==> src/verilog/decode_pkg.sv <==
// constants and carrier types of the operand and addressing decoder
// assumes one core clock; every user of it names package::item in full
package decode_pkg;

    // ==================================================================
    // register port offsets and values after reset
    localparam logic [7:0] CTRL_OFS = 8'h00;
    localparam logic [7:0] STATUS_OFS = 8'h04;
    localparam logic [7:0] REGS_OFS = 8'h10;
    localparam logic [7:0] REGS_LAST = 8'h1F;
    localparam logic [3:0] BANK_SELECT_RST = 4'h0;
    localparam logic [1:0] REGBANK_SELECT_RST = 2'h0;
    localparam logic [3:0] REG_RST = 4'h0;

    // ==================================================================
    // data memory banks and operand ranges
    localparam logic [3:0] FLAG_BANK = 4'hF;
    localparam logic [3:0] LOW_BANK = 4'h0;
    localparam logic [3:0] LAST_SELECTABLE = 4'h3;
    localparam logic [7:0] DIRECT_HIGH_FIRST = 8'h80;
    localparam logic [11:0] FMEM_LO_FIRST = 12'hFB0;
    localparam logic [11:0] FMEM_LO_LAST = 12'hFBF;
    localparam logic [11:0] FMEM_HI_FIRST = 12'hFF0;
    localparam logic [11:0] PMEM_FIRST = 12'hFC0;
    localparam logic [14:0] REL_FWD_MIN = 15'h0002;
    localparam logic [14:0] REL_FWD_MAX = 15'h0010;
    localparam logic [14:0] REL_BACK_MIN = 15'h7FF1;
    localparam logic [14:0] PAGE_LAST = 15'h5F7F;
    localparam logic [14:0] ABS_LAST = 15'h3F7F;
    localparam logic [14:0] EXT_LAST = 15'h5F7F;
    localparam logic [14:0] FIX_LAST = 15'h07FF;
    localparam logic [7:0] TABLE_FIRST = 8'h20;
    localparam logic [7:0] TABLE_LAST = 8'h7F;

    // ==================================================================
    // instruction kinds and carriers
    typedef enum logic [4:0] {
        OP_OTHER, OP_LD_A_N4, OP_LD_XA_N8, OP_LD_HL_N8,
        OP_ADD_IMM_SKIP, OP_ADD_CARRY, OP_SUB_BORROW,
        OP_PAIR_ANY, OP_PAIR_RESTRICTED, OP_IND_HL, OP_IND_DE,
        OP_DIRECT4, OP_DIRECT8, OP_FLAG_BIT, OP_PORT_BIT,
        OP_BR_REL, OP_BR_PAGE, OP_CALL_FIXED, OP_TABLE,
        OP_BR_ABS, OP_BR_EXT, OP_SEL_REGBANK, OP_SEL_MEMBANK
    } op_kind_t;

    typedef enum logic [1:0] {
        GRP_NONE, GRP_A, GRP_B
    } load_group_t;

    typedef struct packed {
        op_kind_t kind;
        logic [15:0] operand;
        logic [1:0] bit_pos;
        logic [3:0] mem_data;
        logic [14:0] pc;
        logic [1:0] length;
    } instr_t;

    typedef struct packed {
        logic done;
        logic suppressed;
        logic operand_ok;
        logic skip;
        logic [3:0] acc;
        logic carry_flag;
        logic [3:0] active_data_bank;
        logic [11:0] data_addr;
        logic [14:0] target;
        logic [7:0] pair_value;
        logic [3:0] bit_mask;
    } result_t;

endpackage : decode_pkg

==> src/verilog/nib_alu.sv <==
// four-bit adder and subtractor with carry in and carry or borrow out
// assumes operands from the same clock; purely combinational
`timescale 1ns/1ns
`default_nettype none

module nib_alu (
    input wire logic [3:0] a,
    input wire logic [3:0] b,
    input wire logic cin,
    input wire logic sub,
    output logic [3:0] result,
    output logic cout
);

    logic [4:0] wide;

    always_comb begin
        if (sub) begin
            wide = {1'b0, a} - {1'b0, b} - {4'h0, cin};
        end else begin
            wide = {1'b0, a} + {1'b0, b} + {4'h0, cin};
        end
    end

    assign result = wide[3:0];
    assign cout = wide[4];

endmodule : nib_alu

`default_nettype wire

==> src/verilog/bank_map.sv <==
// picks the data bank an access uses from its addressing kind
// assumes flag and select come straight from core registers
`timescale 1ns/1ns
`default_nettype none

module bank_map (
    input wire decode_pkg::op_kind_t kind,
    input wire logic bank_enable_flag,
    input wire logic [3:0] bank_select_value,
    input wire logic [7:0] addr8,
    output logic [3:0] active_data_bank
);

    always_comb begin
        case (kind)
            decode_pkg::OP_IND_HL:
                active_data_bank = bank_select_value
                    & {4{bank_enable_flag}}; // RULE_09
            decode_pkg::OP_IND_DE:
                active_data_bank = decode_pkg::LOW_BANK; // RULE_10
            decode_pkg::OP_DIRECT4, decode_pkg::OP_DIRECT8: begin
                if (bank_enable_flag) begin
                    active_data_bank = bank_select_value; // RULE_11
                end else if (addr8 >= decode_pkg::DIRECT_HIGH_FIRST) begin
                    active_data_bank = decode_pkg::FLAG_BANK;
                end else begin
                    active_data_bank = decode_pkg::LOW_BANK;
                end
            end
            decode_pkg::OP_FLAG_BIT, decode_pkg::OP_PORT_BIT:
                active_data_bank = decode_pkg::FLAG_BANK; // RULE_12
            default:
                active_data_bank = decode_pkg::LOW_BANK;
        endcase
    end

endmodule : bank_map

`default_nettype wire

==> src/verilog/operand_addressing_decode.sv <==
// decode and address generation for a four-bit core: load suppression,
// radix adjust, pair fields, bank mapping and branch target checks
// assumes instructions arrive one per pulse from logic on core_clk
//
// What this block does
// RULE_01 - consecutive same-group loads: first executes, the rest act as no-ops
// RULE_02 - group A: accumulator nibble and pair loads; group B: address pair load
// RULE_03 - radix add: add 16-m, add memory with carry, add m gives digit
// RULE_04 - radix subtract: subtract with borrow, add m gives complement, borrow in carry
// RULE_05 - software must not use the skip of the final adjust add
// RULE_06 - eight nibble registers form four pairs, plus four extended pairs
// RULE_07 - pair field picks eight pairs; restricted form refuses accumulator pair
// RULE_08 - direct operands are eight bits; byte transfers need even addresses
// RULE_09 - indirect through address pair uses enable AND select as bank
// RULE_10 - indirect through D/E pairs always uses bank zero
// RULE_11 - direct with enable clear: low half bank 0, high half bank 15
// RULE_12 - flag and port bit operands use bank 15 in their ranges
// RULE_13 - relative target lies 15..1 below or 2..16 above the counter
// RULE_14 - page jump keeps counter bits 14..12, last page ends at 5F7F
// RULE_15 - fixed-area call has eleven bits, reaching 0000 to 07FF
// RULE_16 - table operand lies in 20..7F with bit zero clear
// RULE_17 - absolute jump reaches 3F7F, extended absolute reaches 5F7F
// RULE_18 - bit position is two bits selecting one of four
// RULE_19 - four register banks; memory banks 0, 1, 2, 3 and 15 only
// RULE_20 - any other instruction ends a suppression run
`timescale 1ns/1ns
`default_nettype none

module operand_addressing_decode (
    input wire logic core_clk,
    input wire logic rst,
    input wire logic instr_valid,
    input wire decode_pkg::instr_t instr,
    output decode_pkg::result_t result,
    input wire logic [7:0] reg_addr,
    input wire logic [31:0] reg_wdata,
    input wire logic reg_write,
    input wire logic reg_read,
    output logic [31:0] reg_rdata
);

    // ==================================================================
    // state
    typedef enum logic [1:0] {
        ADJ_NONE, ADJ_AFTER_ADD, ADJ_AFTER_SUB
    } adjust_t;

    typedef struct packed {
        logic [15:0][3:0] regs;
        logic bank_enable_flag;
        logic [3:0] bank_select_value;
        logic regbank_enable_flag;
        logic [1:0] regbank_select_value;
        logic carry_flag;
        decode_pkg::load_group_t last_group;
        logic [14:0] expect_pc;
        adjust_t adjust;
        logic [31:0] rdata;
        decode_pkg::result_t res;
    } state_t;

    state_t state_q;
    state_t state_d;

    decode_pkg::load_group_t group;
    logic suppress;
    logic [3:0] alu_b;
    logic alu_cin;
    logic alu_sub;
    logic [3:0] alu_sum;
    logic alu_cout;
    logic [3:0] bank;
    logic [2:0] pair_sel;
    logic [7:0] pair_value;
    logic [14:0] rel_diff;
    logic [14:0] page_target;
    logic [11:0] flag_addr;
    logic adjust_add_on;
    logic bank_ok;

    // ==================================================================
    // shared arithmetic and bank lookup
    nib_alu alu (
        .a(state_q.regs[0]),
        .b(alu_b),
        .cin(alu_cin),
        .sub(alu_sub),
        .result(alu_sum),
        .cout(alu_cout)
    );

    bank_map banks (
        .kind(instr.kind),
        .bank_enable_flag(state_q.bank_enable_flag),
        .bank_select_value(state_q.bank_select_value),
        .addr8(instr.operand[7:0]),
        .active_data_bank(bank)
    );

    // ==================================================================
    // operand decoding
    always_comb begin
        case (instr.kind)
            decode_pkg::OP_LD_A_N4, decode_pkg::OP_LD_XA_N8:
                group = decode_pkg::GRP_A; // RULE_02
            decode_pkg::OP_LD_HL_N8:
                group = decode_pkg::GRP_B; // RULE_02
            default:
                group = decode_pkg::GRP_NONE;
        endcase
    end

    // a run only counts when the load sits right after its predecessor
    assign suppress = (group != decode_pkg::GRP_NONE)
        && (group == state_q.last_group)
        && (instr.pc == state_q.expect_pc); // RULE_01

    // the final add of an adjust pair only corrects when it is needed
    always_comb begin
        case (state_q.adjust)
            ADJ_AFTER_ADD: adjust_add_on = !state_q.carry_flag; // RULE_03
            ADJ_AFTER_SUB: adjust_add_on = state_q.carry_flag; // RULE_04
            default: adjust_add_on = 1'b1;
        endcase
    end

    always_comb begin
        alu_sub = (instr.kind == decode_pkg::OP_SUB_BORROW);
        if (instr.kind == decode_pkg::OP_ADD_IMM_SKIP) begin
            alu_b = adjust_add_on ? instr.operand[3:0] : 4'h0;
            alu_cin = 1'b0;
        end else begin
            alu_b = instr.mem_data;
            alu_cin = state_q.carry_flag;
        end
    end

    // codes 0..3 normal pairs, 4..7 extended pairs at registers 8..15
    assign pair_sel = instr.operand[2:0]; // RULE_06
    assign pair_value = {state_q.regs[{pair_sel, 1'b1}],
        state_q.regs[{pair_sel, 1'b0}]}; // RULE_07

    assign rel_diff = instr.operand[14:0] - instr.pc;
    assign page_target = {instr.pc[14:12], instr.operand[11:0]}; // RULE_14
    assign flag_addr = instr.operand[11:0];
    assign bank_ok = (instr.operand[3:0] <= decode_pkg::LAST_SELECTABLE)
        || (instr.operand[3:0] == decode_pkg::FLAG_BANK); // RULE_19

    // ==================================================================
    // next state
    always_comb begin
        state_d = state_q;
        state_d.res.done = 1'b0;
        state_d.rdata = 32'h0000_0000;

        if (reg_write) begin
            if (reg_addr == decode_pkg::CTRL_OFS) begin
                state_d.bank_enable_flag = reg_wdata[0];
                state_d.regbank_enable_flag = reg_wdata[1];
                state_d.regbank_select_value = reg_wdata[5:4];
                // reserved bank numbers are refused, old value stays
                if ((reg_wdata[11:8] <= decode_pkg::LAST_SELECTABLE)
                        || (reg_wdata[11:8] == decode_pkg::FLAG_BANK)) begin
                    state_d.bank_select_value = reg_wdata[11:8]; // RULE_19
                end
            end else if (reg_addr >= decode_pkg::REGS_OFS
                    && reg_addr <= decode_pkg::REGS_LAST) begin
                state_d.regs[reg_addr[3:0]] = reg_wdata[3:0];
            end
        end

        if (reg_read) begin
            if (reg_addr == decode_pkg::CTRL_OFS) begin
                state_d.rdata = {20'h00000, state_q.bank_select_value,
                    2'h0, state_q.regbank_select_value, 2'h0,
                    state_q.regbank_enable_flag, state_q.bank_enable_flag};
            end else if (reg_addr == decode_pkg::STATUS_OFS) begin
                state_d.rdata = {22'h000000, state_q.last_group,
                    3'h0, state_q.carry_flag, state_q.regs[0]};
            end else if (reg_addr >= decode_pkg::REGS_OFS
                    && reg_addr <= decode_pkg::REGS_LAST) begin
                state_d.rdata = {28'h0000000, state_q.regs[reg_addr[3:0]]};
            end
        end

        if (instr_valid) begin
            state_d.res.done = 1'b1;
            state_d.res.suppressed = suppress;
            state_d.res.operand_ok = 1'b1;
            state_d.res.skip = 1'b0;
            state_d.res.active_data_bank = bank;
            state_d.res.data_addr = {bank, instr.operand[7:0]};
            state_d.res.target = instr.operand[14:0];
            state_d.res.pair_value = pair_value;
            state_d.res.bit_mask = 4'h1 << instr.bit_pos; // RULE_18
            state_d.last_group = group; // RULE_20
            state_d.expect_pc = instr.pc + {13'h0000, instr.length};
            state_d.adjust = ADJ_NONE;

            case (instr.kind)
                decode_pkg::OP_LD_A_N4: begin
                    if (!suppress) begin
                        state_d.regs[0] = instr.operand[3:0]; // RULE_01
                    end
                end
                decode_pkg::OP_LD_XA_N8: begin
                    if (!suppress) begin
                        state_d.regs[0] = instr.operand[3:0]; // RULE_01
                        state_d.regs[1] = instr.operand[7:4];
                    end
                end
                decode_pkg::OP_LD_HL_N8: begin
                    if (!suppress) begin
                        state_d.regs[6] = instr.operand[3:0]; // RULE_01
                        state_d.regs[7] = instr.operand[7:4];
                    end
                end
                decode_pkg::OP_ADD_IMM_SKIP: begin
                    state_d.regs[0] = alu_sum; // RULE_03
                    // the skip is withheld inside an adjust pair
                    state_d.res.skip = alu_cout
                        && (state_q.adjust == ADJ_NONE); // RULE_05
                end
                decode_pkg::OP_ADD_CARRY: begin
                    state_d.regs[0] = alu_sum; // RULE_03
                    state_d.carry_flag = alu_cout;
                    state_d.adjust = ADJ_AFTER_ADD;
                end
                decode_pkg::OP_SUB_BORROW: begin
                    state_d.regs[0] = alu_sum; // RULE_04
                    state_d.carry_flag = alu_cout;
                    state_d.adjust = ADJ_AFTER_SUB;
                end
                decode_pkg::OP_PAIR_RESTRICTED:
                    state_d.res.operand_ok = (pair_sel != 3'h0); // RULE_07
                decode_pkg::OP_IND_HL:
                    state_d.res.data_addr = {bank, state_q.regs[7],
                        state_q.regs[6]}; // RULE_09
                decode_pkg::OP_IND_DE:
                    // operand bit 0 picks D with L instead of D with E
                    state_d.res.data_addr = {bank, state_q.regs[5],
                        instr.operand[0] ? state_q.regs[6]
                                         : state_q.regs[4]}; // RULE_10
                decode_pkg::OP_DIRECT8:
                    state_d.res.operand_ok = !instr.operand[0]; // RULE_08
                decode_pkg::OP_FLAG_BIT: begin
                    state_d.res.data_addr = flag_addr; // RULE_12
                    state_d.res.operand_ok = (flag_addr
                        >= decode_pkg::FMEM_LO_FIRST && flag_addr
                        <= decode_pkg::FMEM_LO_LAST) || (flag_addr
                        >= decode_pkg::FMEM_HI_FIRST); // RULE_12
                end
                decode_pkg::OP_PORT_BIT: begin
                    state_d.res.data_addr = flag_addr; // RULE_12
                    state_d.res.operand_ok =
                        (flag_addr >= decode_pkg::PMEM_FIRST); // RULE_12
                end
                decode_pkg::OP_BR_REL:
                    state_d.res.operand_ok =
                        (rel_diff >= decode_pkg::REL_FWD_MIN
                        && rel_diff <= decode_pkg::REL_FWD_MAX)
                        || (rel_diff >= decode_pkg::REL_BACK_MIN); // RULE_13
                decode_pkg::OP_BR_PAGE: begin
                    state_d.res.target = page_target; // RULE_14
                    state_d.res.operand_ok =
                        (page_target <= decode_pkg::PAGE_LAST); // RULE_14
                end
                decode_pkg::OP_CALL_FIXED: begin
                    state_d.res.target = {4'h0, instr.operand[10:0]}; // RULE_15
                    state_d.res.operand_ok = (instr.operand[15:11] == 5'h00)
                        && (instr.operand[14:0]
                        <= decode_pkg::FIX_LAST); // RULE_15
                end
                decode_pkg::OP_TABLE:
                    state_d.res.operand_ok = !instr.operand[0]
                        && instr.operand[15:8] == 8'h00
                        && instr.operand[7:0] >= decode_pkg::TABLE_FIRST
                        && instr.operand[7:0]
                        <= decode_pkg::TABLE_LAST; // RULE_16
                decode_pkg::OP_BR_ABS:
                    state_d.res.operand_ok = (instr.operand[14:0]
                        <= decode_pkg::ABS_LAST); // RULE_17
                decode_pkg::OP_BR_EXT:
                    state_d.res.operand_ok = (instr.operand[14:0]
                        <= decode_pkg::EXT_LAST); // RULE_17
                decode_pkg::OP_SEL_REGBANK:
                    state_d.regbank_select_value = instr.operand[1:0]; // RULE_19
                decode_pkg::OP_SEL_MEMBANK: begin
                    state_d.res.operand_ok = bank_ok; // RULE_19
                    if (bank_ok) begin
                        state_d.bank_select_value = instr.operand[3:0];
                    end
                end
                default: begin
                end
            endcase
            state_d.res.acc = state_d.regs[0];
            state_d.res.carry_flag = state_d.carry_flag;
        end
    end

    always_ff @(posedge core_clk) begin
        if (rst) begin
            state_q <= '0;
            state_q.bank_select_value <= decode_pkg::BANK_SELECT_RST;
            state_q.regbank_select_value <= decode_pkg::REGBANK_SELECT_RST;
            state_q.regs <= {16{decode_pkg::REG_RST}};
            state_q.last_group <= decode_pkg::GRP_NONE;
            state_q.adjust <= ADJ_NONE;
        end else begin
            state_q <= state_d;
        end
    end

    assign result = state_q.res;
    assign reg_rdata = state_q.rdata;
endmodule : operand_addressing_decode

`default_nettype wire

==> config.mk <==
export PLATFORM = sky130hd
export DESIGN_NAME = operand_addressing_decode
export DESIGN_NICKNAME = d
export VERILOG_FILES = /design/src/verilog/decode_pkg.sv /design/src/verilog/nib_alu.sv /design/src/verilog/bank_map.sv /design/src/verilog/operand_addressing_decode.sv
export SDC_FILE = /design/constraint.sdc
export NUM_CORES = 1
export LEC_CHECK = 0
export ABC_AREA = 1
export BUFFER_PORTS_ARGS = -buffer_cell sky130_fd_sc_hd__buf_4
export CAP_MARGIN = 20
export CORE_UTILIZATION = 26
export CTS_BUF_LIST = sky130_fd_sc_hd__clkbuf_16
export DETAILED_ROUTE_END_ITERATION = 8
export GPL_ROUTABILITY_DRIVEN = 0
export PLACE_DENSITY = 0.49
export SLEW_MARGIN = 30
export SYNTH_ARGS = -nofsm -noshare
export SYNTH_HDL_FRONTEND = slang
export SYNTH_SLANG_ARGS = --single-unit
==> constraint.sdc <==
create_clock -name core_clk -period 4.2 [get_ports core_clk]
set_input_delay 0.84 -clock core_clk [delete_from_list [all_inputs] [get_ports core_clk]]
set_output_delay 0.84 -clock core_clk [all_outputs]
set_load 0.05 [all_outputs]
After elaboration in Yosys (flattened, before gate mapping)
Index checks and enable logic that the tools add are counted.

word-level totals
  register bits = 175
  input port bits = 89
  output and inout port bits = 84
  logic and storage cells = 177

operators by class
  $add $sub $neg = 6
  $lt $le $gt $ge = 22
  equality and inequality tests = 28
  shift-type cells = 1
  muxes and demuxes = 47
  bitwise gates (word level) = 3
  reduce and logical (&&, ||, !) cells = 33

operators with widths
  operator                                                                 count
  64-bit bitwise mux                                                       1
  32-bit 2-to-1 mux                                                        2
  4-bit 2-to-1 mux                                                         16
  52-bit 2-to-1 mux                                                        1
  8-bit 2-to-1 mux                                                         6
  5-bit by 4-bit equality test with 1-bit output, second input constant    8
  40-bit 2-to-1 mux                                                        1
  12-bit >= comparator, second input constant                              3
  12-bit case mux with 3 select lines                                      1
  5-bit equality test, second input constant                               7
  15-bit <= comparator, second input constant                              2
  15-bit case mux with 2 select lines                                      1
  4-bit binary-select mux with 3-bit select                                2
  4-bit case mux with 3 select lines                                       2
  22-bit 2-to-1 mux                                                        1
  4-bit binary-select mux with 4-bit select                                1
  4-bit demux with 4-bit select                                            1
  8-bit logical NOT                                                        2
  15-bit by 2-bit adder with 15-bit output                                 1
  15-bit equality test                                                     1
  5-bit by 3-bit equality test with 1-bit output, second input constant    3
  15-bit >= comparator, second input constant                              1
  15-bit by 2-bit >= comparator with 1-bit output, second input constant   1
  15-bit by 11-bit <= comparator with 1-bit output, second input constant  1
  other kinds (46)                                                         74

Depth between registers and ports, before layout
Gate-level depths: netlist of run 1.

  depth in word-level cells = 11
  gate-level depth with buffers = 21
  gate-level depth less buffers = 21

Modules after synthesis
From an unflattened synthesis of run 1, not the netlist that was laid out.

unflattened totals
  cell total of the unflattened synthesis = 1518
  area, all modules = 10018.4 um^2

by module, submodules not included
  module                     instances  cells an instance  area each (um^2)  sequential area each (um^2)
  operand_addressing_decode  1          1411               9432.8            3062.9
  nib_alu                    1          57                 369.1             0.0
  bank_map                   1          50                 216.5             0.0

Worst setup path before layout of run 1
Ideal clock, no wire load.

  path type = input port to flip-flop
  from = in instr[43] (netlist name)
  to = reg state_q[114] (netlist name)
  library setup time = 0.057 ns
  arrival time = 3.242 ns
  data required time = 4.143 ns
  path slack = 0.901 ns
  stages on the path = 20
  path buffers = 1
  cells stage by stage = buf_2 > nor2_1 > inv_2 > nor2_2 > inv_1 > nand2_1 > o21a_1 > inv_1 > fa_1 > fa_1 > inv_1 > nand2_1 > o21ai_1 > or2_0 > nand3_1 > o21ai_0 > nand2_1 > o211ai_1 > nand2_1 > inv_1

on the way
  cells in the longest elaborated chain, start to end = 9
  elaborated cells on any way between the ends = 24
  classes of those cells = 4 x add/sub; 7 x eq/ne; 8 x mux; 5 x reduce/logical

RTL lines
  element                                                                                         RTL line                          source
  start: declaration                                                                              operand_addressing_decode.sv:33   input wire decode_pkg::instr_t instr,
  parallel branches: the longest is 7 deep, another holds 4-bit by 4-bit adder with 5-bit output  n/a
  4-bit case mux with 3 select lines (*)                                                          operand_addressing_decode.sv:200  case (instr.kind)
  8-bit 2-to-1 mux (*)                                                                            operand_addressing_decode.sv:186  if (instr_valid) begin
  end signal: assignment                                                                          operand_addressing_decode.sv:311  state_q <= state_d;
  end: declaration                                                                                operand_addressing_decode.sv:62   state_t state_q;

Mark *: on every way between the ends.
A chain may end at the register's enable or synchronous reset.

Worst setup path after layout of run 1
  from = in instr[40] (netlist name)
  to = reg state_q[114] (netlist name)

The elaborated chain is that of the path after synthesis.

==> impl_metrics.env, run 1 <==
export IMPL_synth_ff_type="dfxtp_1"
export IMPL_rsz0062_at_grt="false"
export IMPL_cts_hold_buf=0
export IMPL_cpMostUsedCell="inv_1"
export IMPL_finClkSkew_ps=10.05
export IMPL_hold_ws_ps=435.5
export IMPL_min_period_ps=3279
export IMPL_cts_root_buf="clkbuf_16"
export IMPL_worstHoldStart="state_q[105]"
export IMPL_ys_types=53
export IMPL_dieWidth_um=198.6
export IMPL_worstPathArrival_ps=3680
export IMPL_required_ps=4600
export IMPL_cts_made_buffers=17
export IMPL_placed_area_um2=11000
export IMPL_setup_viol=0
export IMPL_slew_limit_headroom_pct=47.78
export IMPL_drc=0
export IMPL_clk_path_buf_depth=2
export IMPL_synth_xor_area_share_pct=2.702
export IMPL_path_class="in2reg"
export IMPL_io_buffer_count=128
export IMPL_track_usage_pct=18.58
export IMPL_avgRoutedWirePerCell_um=17.27
export IMPL_drt_antenna_violating_nets=0
export IMPL_reg2reg_depth=18
export IMPL_cts_resized=0
export IMPL_cts_setup_buffers=0
export IMPL_fin_setup_tns_ps=0
export IMPL_synth_avg_cell_area_um2=6.625
export IMPL_powerDensity_nw_per_um2=330.4
export IMPL_outcome="finished clean"
export IMPL_timing_critical_path_cells="buf_4 > nor2_1 > inv_1 > nor2_1 > inv_2 > nor2_2 > inv_1 > nand2_1 > o21a_1 > inv_1 > fa_1 > fa_1 > inv_1 > nand2_1 > o21ai_1 > or2_0 > nand3_1 > o21ai_0 > nand2_1 > o211ai_1 > nand2_1 > inv_1"
export IMPL_cap_violations=0
export IMPL_layout_cells_most_common_list="nand2_1 (291), inv_1 (186), o21ai_0 (155), dfxtp_1 (153), buf_4 (143)"
export IMPL_reg2reg_from="state_q[84]"
export IMPL_die_h_um=198.6
export IMPL_post_place_cells=2054
export IMPL_initial_core_util_pct=26.56
export IMPL_startpoint_type="input port"
export IMPL_path_max_fanout=7
export IMPL_worstSkewPairLatency_ps=450
export IMPL_diodes=0
export IMPL_grt_max_degree=65
export IMPL_ys_warnings_count=0
export IMPL_whs_path_depth=2
export IMPL_cp_slowest_stage_delay_ps=440
export IMPL_synth_edff_count=0
export IMPL_coreArea_um2=37840
export IMPL_drive_above_1_share_pct=13.90
export IMPL_cts_tree="built"
export IMPL_grt_pass1_wl_um=55510
export IMPL_first_pass_iters=6
export IMPL_via_per_inst=4.764
export IMPL_muxShareOfSynthArea_pct=0
export IMPL_via_count=9937
export IMPL_yosys_area_share_adder_pct=4.432
export IMPL_syn_area_um2=10050
export IMPL_slew_viol_final=0
export IMPL_yosysSeqAreaShare_pct=30.48
export IMPL_p_leak_nw=5.129
export IMPL_grt_pass1_vias=9425
export IMPL_dpl_hpwl_um=27060
export IMPL_design_area_um2=11560
export IMPL_n_fill_cell=4221
export IMPL_holdCritPathClass="reg2reg"
export IMPL_dieArea_um2=39440
export IMPL_grt_antenna_before_repair=0
export IMPL_synthArstFlopShare_pct=0
export IMPL_nets=1683
export IMPL_clock_sinks=153
export IMPL_critical_path_slowest_cell="fa_1"
export IMPL_worstMarginPinSlew_ps=780.4
export IMPL_rows=71
export IMPL_final_common_cell="nand2_1"
export IMPL_peakVddDrop_mv=0.1969
export IMPL_crit_start="instr[40]"
export IMPL_grt_ovfl_total=0
export IMPL_area_growth_pct=15.06
export IMPL_end_kind="flip-flop"
export IMPL_fmax_mhz=305.0
export IMPL_hold_viol=0
export IMPL_io_pins=173
export IMPL_cts_clk_slew_worst_paths_ps=70
export IMPL_synth_top_family_by_area="simple AND/OR/NAND/NOR gates"
export IMPL_finalNonFillerCells=2086
export IMPL_ys_ff_latch=153
export IMPL_synthSimpleGateAreaFrac_pct=23.68
export IMPL_final_period_utilization_pct=78.07
export IMPL_cts_htree_levels=4
export IMPL_routed_wl_um=36020
export IMPL_synthesis_instances=1517
export IMPL_first_iter_violations=763
export IMPL_synth_compound_area_share_pct=22.61
[stage by stage]
step,setup WS (ps),util [%],power [mW]
5_1_grt,679.5,30.56,3.997
2_1_floorplan,901.3,-,2.100
6_report,921.3,30.56,3.821
3_3_place_gp,482.6,29.06,2.308
4_1_cts,913.3,30.56,3.842
3_5_place_dp,444.4,29.06,2.313
[report_power, final]
part | switching [mW] | total (mW) | internal (mW) | leakage [nW]
clock network | 0.712 | 1.54 | 0.825 | 0.266
registers | 0.0285 | 1.52 | 1.49 | 1.24
logic | 0.530 | 0.766 | 0.235 | 3.62
[worst paths after layout]
kind | slack [ps] | endpoint
min | 440 | reg_rdata[5]
max reg2reg | 1320 | state_q[114]
min reg2reg | 440 | reg_rdata[5]
max | 920 | state_q[114]
[cell usage after synthesis (8+ instances only)]
cell | n | area share [%]
buf_1 | 8 | 0.30
nand4_1 | 13 | 0.81
inv_1 | 188 | 7.0
dfxtp_1 | 153 | 30
a22o_1 | 10 | 0.87
clkbuf_1 | 39 | 1.5
buf_4 | 85 | 6.3
o21ai_1 | 23 | 1.1
inv_2 | 13 | 0.49
xor2_1 | 21 | 1.8
xnor2_1 | 10 | 0.87
o21ai_0 | 155 | 7.7
o22ai_1 | 32 | 2.0
nand2_1 | 291 | 11
nand3_1 | 77 | 3.8
a21oi_1 | 130 | 6.5
ha_1 | 26 | 3.2
nor2_1 | 128 | 4.8
o211ai_1 | 10 | 0.75
[critical path: cells and delay by family]
| kind | cells | cell delay (ps) |
|---|---|---|
| adder cells (fa/ha/maj) | 2 | 870 |
| buffers and inverters | 7 | 580 |
| AND/OR/NAND/NOR | 9 | 940 |
| AO/OA/AOI/OAI | 4 | 440 |
[layer usage]
layer | GRT usage, % | up-vias | part of all wire, %
met1 | 24.32 | 4561 | 45
met3 | 3.679 | 61 | 6.2
met4 | 6.838 | 0 | 2.9
li1 | - | 4983 | -
met5 | 0 | - | 0
met2 | 30.03 | 332 | 45
[flip-flops by register name (all words and copies together) (netlist names)]
| signal | count |
|---|---|
| state_q | 91 |
| result | 52 |
| reg_rdata | 10 |
[final cells by class]
class	instances	area [um^2]	share of cell area [%]
timing repair buffer	143	1074	9.284
inverter	205	769.5	6.654
multi-input combinational	1042	5451	47.14
sequential	153	3063	26.49
tap	511	639.4	5.529
clock inverter	15	141.4	1.223
clock buffer	17	425.4	3.679
[cell families after synthesis]
family,after synthesis
other,1
flip-flops,153
adder cells (fa/ha/maj),32
buffers and inverters,343
AND/OR/NAND/NOR,553
XOR/XNOR,31
AO/OA/AOI/OAI,404
(Power assumes the default switching activity.)
==> run 2: changes to the inputs <==
--- a/config.mk
+++ b/config.mk
@@ -12,7 +12,7 @@
 export CTS_BUF_LIST = sky130_fd_sc_hd__clkbuf_16
 export DETAILED_ROUTE_END_ITERATION = 8
 export GPL_ROUTABILITY_DRIVEN = 0
-export PLACE_DENSITY = 0.49
+export PLACE_DENSITY = 0.51
 export SLEW_MARGIN = 30
 export SYNTH_ARGS = -nofsm -noshare
 export SYNTH_HDL_FRONTEND = slang
==> constraint.sdc (replaced) <==
create_clock -name core_clk -period 2.8 [get_ports core_clk]
set_input_delay 0.56 -clock core_clk [delete_from_list [all_inputs] [get_ports core_clk]]
set_output_delay 0.56 -clock core_clk [all_outputs]
set_load 0.05 [all_outputs]
==> run 2 against run 1 <==
  * Power is 52% higher
  * Cell area rose by 3.0%
  * Clock power increased by 51%
  * Non-clock buffer count grew 33
==> impl_metrics.env, run 2 (same netlist as run 1, synthesis figures left out) <==
export IMPL_track_usage_pct=18.47
export IMPL_via_per_inst=4.786
export IMPL_drt_antenna_violating_nets=0
export IMPL_grt_max_degree=95
export IMPL_first_iter_violations=817
export IMPL_required_ps=3190
export IMPL_startpoint_type="flip-flop"
export IMPL_die_h_um=198.6
export IMPL_io_buffer_count=128
export IMPL_r2r_end="state_q[114]"
export IMPL_cap_violations=0
export IMPL_crit_start="state_q[84]"
export IMPL_drive_above_1_share_pct=16.85
export IMPL_power_mw=5.797
export IMPL_cts_htree_levels=4
export IMPL_wl_met1_um=16360
export IMPL_end_kind="flip-flop"
export IMPL_slew_viol_final=0
export IMPL_layout_cells_most_common_list="nand2_1 (288), inv_1 (181), buf_4 (173), o21ai_0 (154), dfxtp_1 (151)"
export IMPL_nets=1716
export IMPL_reg2reg_depth=18
export IMPL_final_period_utilization_pct=93.21
export IMPL_fin_setup_tns_ps=0
export IMPL_cts_tree="built"
export IMPL_regMostFlops="state_q"
export IMPL_cts_clk_slew_worst_paths_ps=70
export IMPL_min_period_ps=2610
export IMPL_first_pass_iters=7
export IMPL_finClkSkew_ps=9.644
export IMPL_area_growth_pct=18.49
export IMPL_cts_root_buf="clkbuf_16"
export IMPL_worstPathArrival_ps=3000
export IMPL_diodes=0
export IMPL_grt_ovfl_total=0
export IMPL_p_leak_nw=5.309
export IMPL_peakVddDrop_mv=0.3137
export IMPL_rsz0062_at_grt="true"
export IMPL_initial_core_util_pct=26.56
export IMPL_wl_met2_um=16430
export IMPL_powerDensity_nw_per_um2=486.8
export IMPL_routed_wl_um=35770
export IMPL_dieWidth_um=198.6
export IMPL_slew_limit_headroom_pct=53.05
export IMPL_dpl_hpwl_um=27700
export IMPL_via_count=10140
export IMPL_setup_worst_path_end="state_q[114]"
export IMPL_reg2reg_from="state_q[84]"
export IMPL_path_max_fanout=3
export IMPL_fmax_mhz=383.1
export IMPL_path_class="reg2reg"
export IMPL_worstMarginPinSlew_ps=702.6
export IMPL_outcome="finished clean"
export IMPL_avgRoutedWirePerCell_um=16.88
export IMPL_clock_sinks=153
export IMPL_grt_antenna_before_repair=0
export IMPL_largest_reg_flops=91
export IMPL_io_pins=173
export IMPL_top_layer_used="met4"
export IMPL_wl_met3_um=2100
export IMPL_clk_path_buf_depth=2
export IMPL_dieArea_um2=39440
export IMPL_hold_viol=0
export IMPL_holdCritPathClass="in2reg"
export IMPL_final_common_cell="nand2_1"
export IMPL_setup_viol=0
export IMPL_worstSkewPairLatency_ps=440
export IMPL_coreArea_um2=37840
export IMPL_reg2reg_setup_slack_ps=190
export IMPL_cts_made_buffers=17
export IMPL_rows=71
export IMPL_grt_pass1_wl_um=55320
export IMPL_worstHoldStart="instr[22]"
export IMPL_grt_pass1_vias=9564
export IMPL_drc=0
-- run 2: area by class of cell --
cell class	count	area, um^2
Clock inverter	15	153.9
Inverter	205	769.5
Timing Repair Buffer	176	1345
Tap cell	511	639.4
Multi-Input combinational cell	1042	5509
Clock buffer	17	425.4
Fill cell	4214	25940
Sequential cell	153	3065
-- run 2: stage by stage --
step                worst slack (ps)  util, %  cell area [um^2]  instances  hold slack (ps)
floorplan                     -11.59        -             10140       1538            408.4
global placement              -392.7    29.75             11260       2085            452.5
detailed placement            -422.4    29.75             11260       2085            455.9
CTS                            31.89    31.28             11840       2117            395.6
global route                  -20.35    31.47             11910       2119            409.3
finish                         190.0    31.47             11910       2119            403.6
-- run 2: how the worst min path moves through the flow --
stage	to	cells after the start	slack, ps
detailed placement	reg_rdata[5]	2	460
global route	result[0]	4	410
finish	result[0]	4	400
floorplan	reg_rdata[5]	2	410
global placement	result[19]	2	450
CTS	result[0]	4	400
-- run 2: where the power goes --
group	internal, mW	leakage [nW]	switching [mW]
clock	1.31	0.282	1.01
sequential	2.24	1.24	0.0445
combinational	0.391	3.78	0.803
-- run 2: worst max-delay path, cell delays in order, from the launching register on --
cell	delay (ps)
dfxtp_2	350
inv_2	50
ha_4	260
nand3_2	70
nand2_2	70
o21a_1	190
inv_2	50
fa_2	380
fa_2	340
inv_2	70
nand2_1	50
o21ai_1	90
or2_0	130
nand3_1	70
o21ai_1	70
nand2_1	80
o211ai_1	110
nand2_1	70
inv_1	60
-- run 2: layer usage --
metal / GRT usage, % / vias to the layer above
met2: 30.12 / 309
met3: 3.188 / 50
li1: - / 5055
met1: 24.41 / 4728
met4: 6.382 / 0
met5: 0 / -
-- run 2: what timing repair did --
item / in CTS / in global routing
setup endpoints to repair: 0 / 8
resized for setup: 0 / 21
hold buffers: 0 / 0
setup buffers: 0 / 2
hold endpoints to repair: 0 / 0
==> run 3: changes to the inputs <==
--- a/config.mk
+++ b/config.mk
@@ -8,11 +8,11 @@
 export ABC_AREA = 1
 export BUFFER_PORTS_ARGS = -buffer_cell sky130_fd_sc_hd__buf_4
 export CAP_MARGIN = 20
-export CORE_UTILIZATION = 26
+export CORE_UTILIZATION = 35
 export CTS_BUF_LIST = sky130_fd_sc_hd__clkbuf_16
 export DETAILED_ROUTE_END_ITERATION = 8
 export GPL_ROUTABILITY_DRIVEN = 0
-export PLACE_DENSITY = 0.51
+export PLACE_DENSITY = 0.6
 export SLEW_MARGIN = 30
 export SYNTH_ARGS = -nofsm -noshare
 export SYNTH_HDL_FRONTEND = slang
==> constraint.sdc (replaced) <==
create_clock -name core_clk -period 2.92 [get_ports core_clk]
set_input_delay 0.584 -clock core_clk [delete_from_list [all_inputs] [get_ports core_clk]]
set_output_delay 0.584 -clock core_clk [all_outputs]
set_load 0.05 [all_outputs]
==> run 3 against run 2 <==
  * Core utilization increased by 10 points
  * Combinational power down 6%
  * Power fell by 5.0%
  * Register-to-register slack about the same
  * Hold slack better by 22 ps
  * Die area fell by 25%
  * Non-clock buffer count shrank 9
  * Via count shrank 0.33%
  * Worst setup slack worse by 38 ps
  * Critical endpoint is now state_q[115]
  * Highest routed layer unchanged
==> impl_metrics.env, run 3 (same netlist as run 1, synthesis figures left out) <==
export IMPL_drc=0
export IMPL_area_growth_pct=15.63
export IMPL_grt_max_degree=95
export IMPL_slew_limit_headroom_pct=53.17
export IMPL_slew_viol_final=0
export IMPL_whs_path_depth=3
export IMPL_regMostFlops="state_q"
export IMPL_worstPathArrival_ps=3110
export IMPL_initial_core_util_pct=35.88
export IMPL_min_period_ps=2768
export IMPL_setup_viol=0
export IMPL_drive_above_1_share_pct=15.76
export IMPL_avgRoutedWirePerCell_um=16.74
export IMPL_hold_viol=0
export IMPL_cp_num_buf_inv=5
export IMPL_path_max_fanout=3
export IMPL_grt_antenna_before_repair=0
export IMPL_cts_htree_levels=4
export IMPL_cp_depth=21
export IMPL_startpoint_type="input port"
export IMPL_coreArea_um2=28010
export IMPL_peakVddDrop_mv=0.4013
export IMPL_n_fill_cell=2949
export IMPL_via_per_inst=5.113
export IMPL_rows=61
export IMPL_timing_critical_path_cells="buf_4 > nor2_4 > inv_1 > nor2_2 > inv_2 > nor2_4 > nand2_1 > o21a_1 > buf_4 > fa_2 > ha_1 > nand2_1 > nand2_1 > xnor2_1 > a21oi_1 > nand2_1 > o21ai_0 > nand2_1 > o211ai_1 > nand2_1 > inv_1"
export IMPL_die_h_um=171.5
export IMPL_pre_cts_ws_ps=-377.3
export IMPL_dpl_hpwl_um=24850
export IMPL_routed_wl_um=33090
export IMPL_path_delay_family="simple AND/OR/NAND/NOR gates"
export IMPL_first_pass_iters=5
export IMPL_nets=1707
export IMPL_diodes=0
export IMPL_cts_clk_slew_worst_paths_ps=70
export IMPL_rsz0062_at_grt="true"
export IMPL_clk_path_buf_depth=2
export IMPL_largest_reg_flops=91
export IMPL_critical_path_slowest_cell="fa_2"
export IMPL_worstMarginPinSlew_ps=700.8
export IMPL_path_class="in2reg"
export IMPL_first_iter_violations=843
export IMPL_finClkSkew_ps=8.297
export IMPL_io_pins=173
export IMPL_grt_pass1_wl_um=51810
export IMPL_dieArea_um2=29400
export IMPL_cts_root_buf="clkbuf_16"
export IMPL_io_buffer_count=128
export IMPL_worstSkewPairLatency_ps=440
export IMPL_final_common_cell="nand2_1"
export IMPL_layout_cells_most_common_list="nand2_1 (291), inv_1 (186), buf_4 (166), o21ai_0 (154), dfxtp_1 (151)"
export IMPL_cpMostUsedCell="nand2_1"
export IMPL_outcome="finished clean"
export IMPL_drt_antenna_violating_nets=0
export IMPL_required_ps=3260
export IMPL_grt_pass1_vias=9307
export IMPL_fmax_mhz=361.2
export IMPL_setup_slack_ps=151.6
export IMPL_cp_slowest_stage_delay_ps=360
export IMPL_cap_violations=0
export IMPL_cts_tree="built"
export IMPL_p_leak_nw=5.255
export IMPL_via_count=10110
export IMPL_final_period_utilization_pct=94.81
export IMPL_end_kind="flip-flop"
export IMPL_reg2reg_depth=18
export IMPL_cts_made_buffers=17
export IMPL_clock_sinks=153
export IMPL_powerDensity_nw_per_um2=473.7
export IMPL_hold_ws_ps=426.1
export IMPL_grt_ovfl_total=0
export IMPL_holdCritPathClass="in2reg"
export IMPL_track_usage_pct=22.95
export IMPL_dieWidth_um=171.5
export IMPL_power_mw=5.505
run 3: area by class of cell:
| class | count | area, um^2 | share of cell area [%] |
|---|---|---|---|
| multi-input cells | 1042 | 5478 | 47.14 |
| flip-flops and latches | 153 | 3065 | 26.38 |
| well taps | 378 | 473.0 | 4.070 |
| clock inverters | 15 | 142.6 | 1.228 |
| repair buffers | 167 | 1266 | 10.90 |
| inverters | 205 | 769.5 | 6.622 |
| clock buffers | 17 | 425.4 | 3.661 |
run 3: layer usage:
metal,routed length (um),global-route usage [%],up-vias
met1,15260,31.42,4634
met5,0,0,-
met4,910,8.385,0
li1,-,-,5032
met3,2279,4.418,61
met2,14640,35.50,382
run 3: power by group:
| part | switching, mW | internal [mW] | leakage [nW] |
|---|---|---|---|
| clock network | 1.01 | 1.19 | 0.274 |
| registers | 0.0406 | 2.14 | 1.24 |
| logic | 0.756 | 0.362 | 3.74 |
| total | 1.81 | 3.70 | 5.25 |
run 3: worst reg2reg max path: stages, from the launching register on:
cell	delay [ps]
dfxtp_2	340
inv_1	60
ha_1	280
nand3_1	90
nand2_1	80
o21a_1	190
buf_4	140
fa_2	360
ha_1	280
nand2_1	60
nand2_1	70
xnor2_1	150
a21oi_1	80
nand2_1	70
o21ai_0	70
nand2_1	80
o211ai_1	100
nand2_1	80
inv_1	40
run 3: stage by stage:
stage | utilization, % | std cells | setup TNS (ps) | cell area [um^2]
after floorplan | - | 1538 | 0 | 10140
after global routing | 41.48 | 1977 | -23.09 | 11620
final | 41.48 | 1977 | 0 | 11620
after detailed placement | 39.34 | 1943 | -2404 | 11020
after CTS | 41.36 | 1975 | 0 | 11590
after global placement | 39.34 | 1943 | -2102 | 11020
run 3: path summary, 6_finish.rpt:
| kind | from | to | slack [ps] |
|---|---|---|---|
| setup / recovery | instr[39] | state_q[115] | 150 |
| hold / removal | instr[21] | result[3] | 430 |
| setup reg to reg | state_q[84] | state_q[115] | 200 |
| hold reg to reg | state_q[105] | reg_rdata[5] | 440 |
run 3: repair_timing:
item,4_1_cts,5_1_grt
buffers inserted,0,2
hold buffers,0,0
endpoints found under the setup margin,0,5
gates resized for setup,0,9
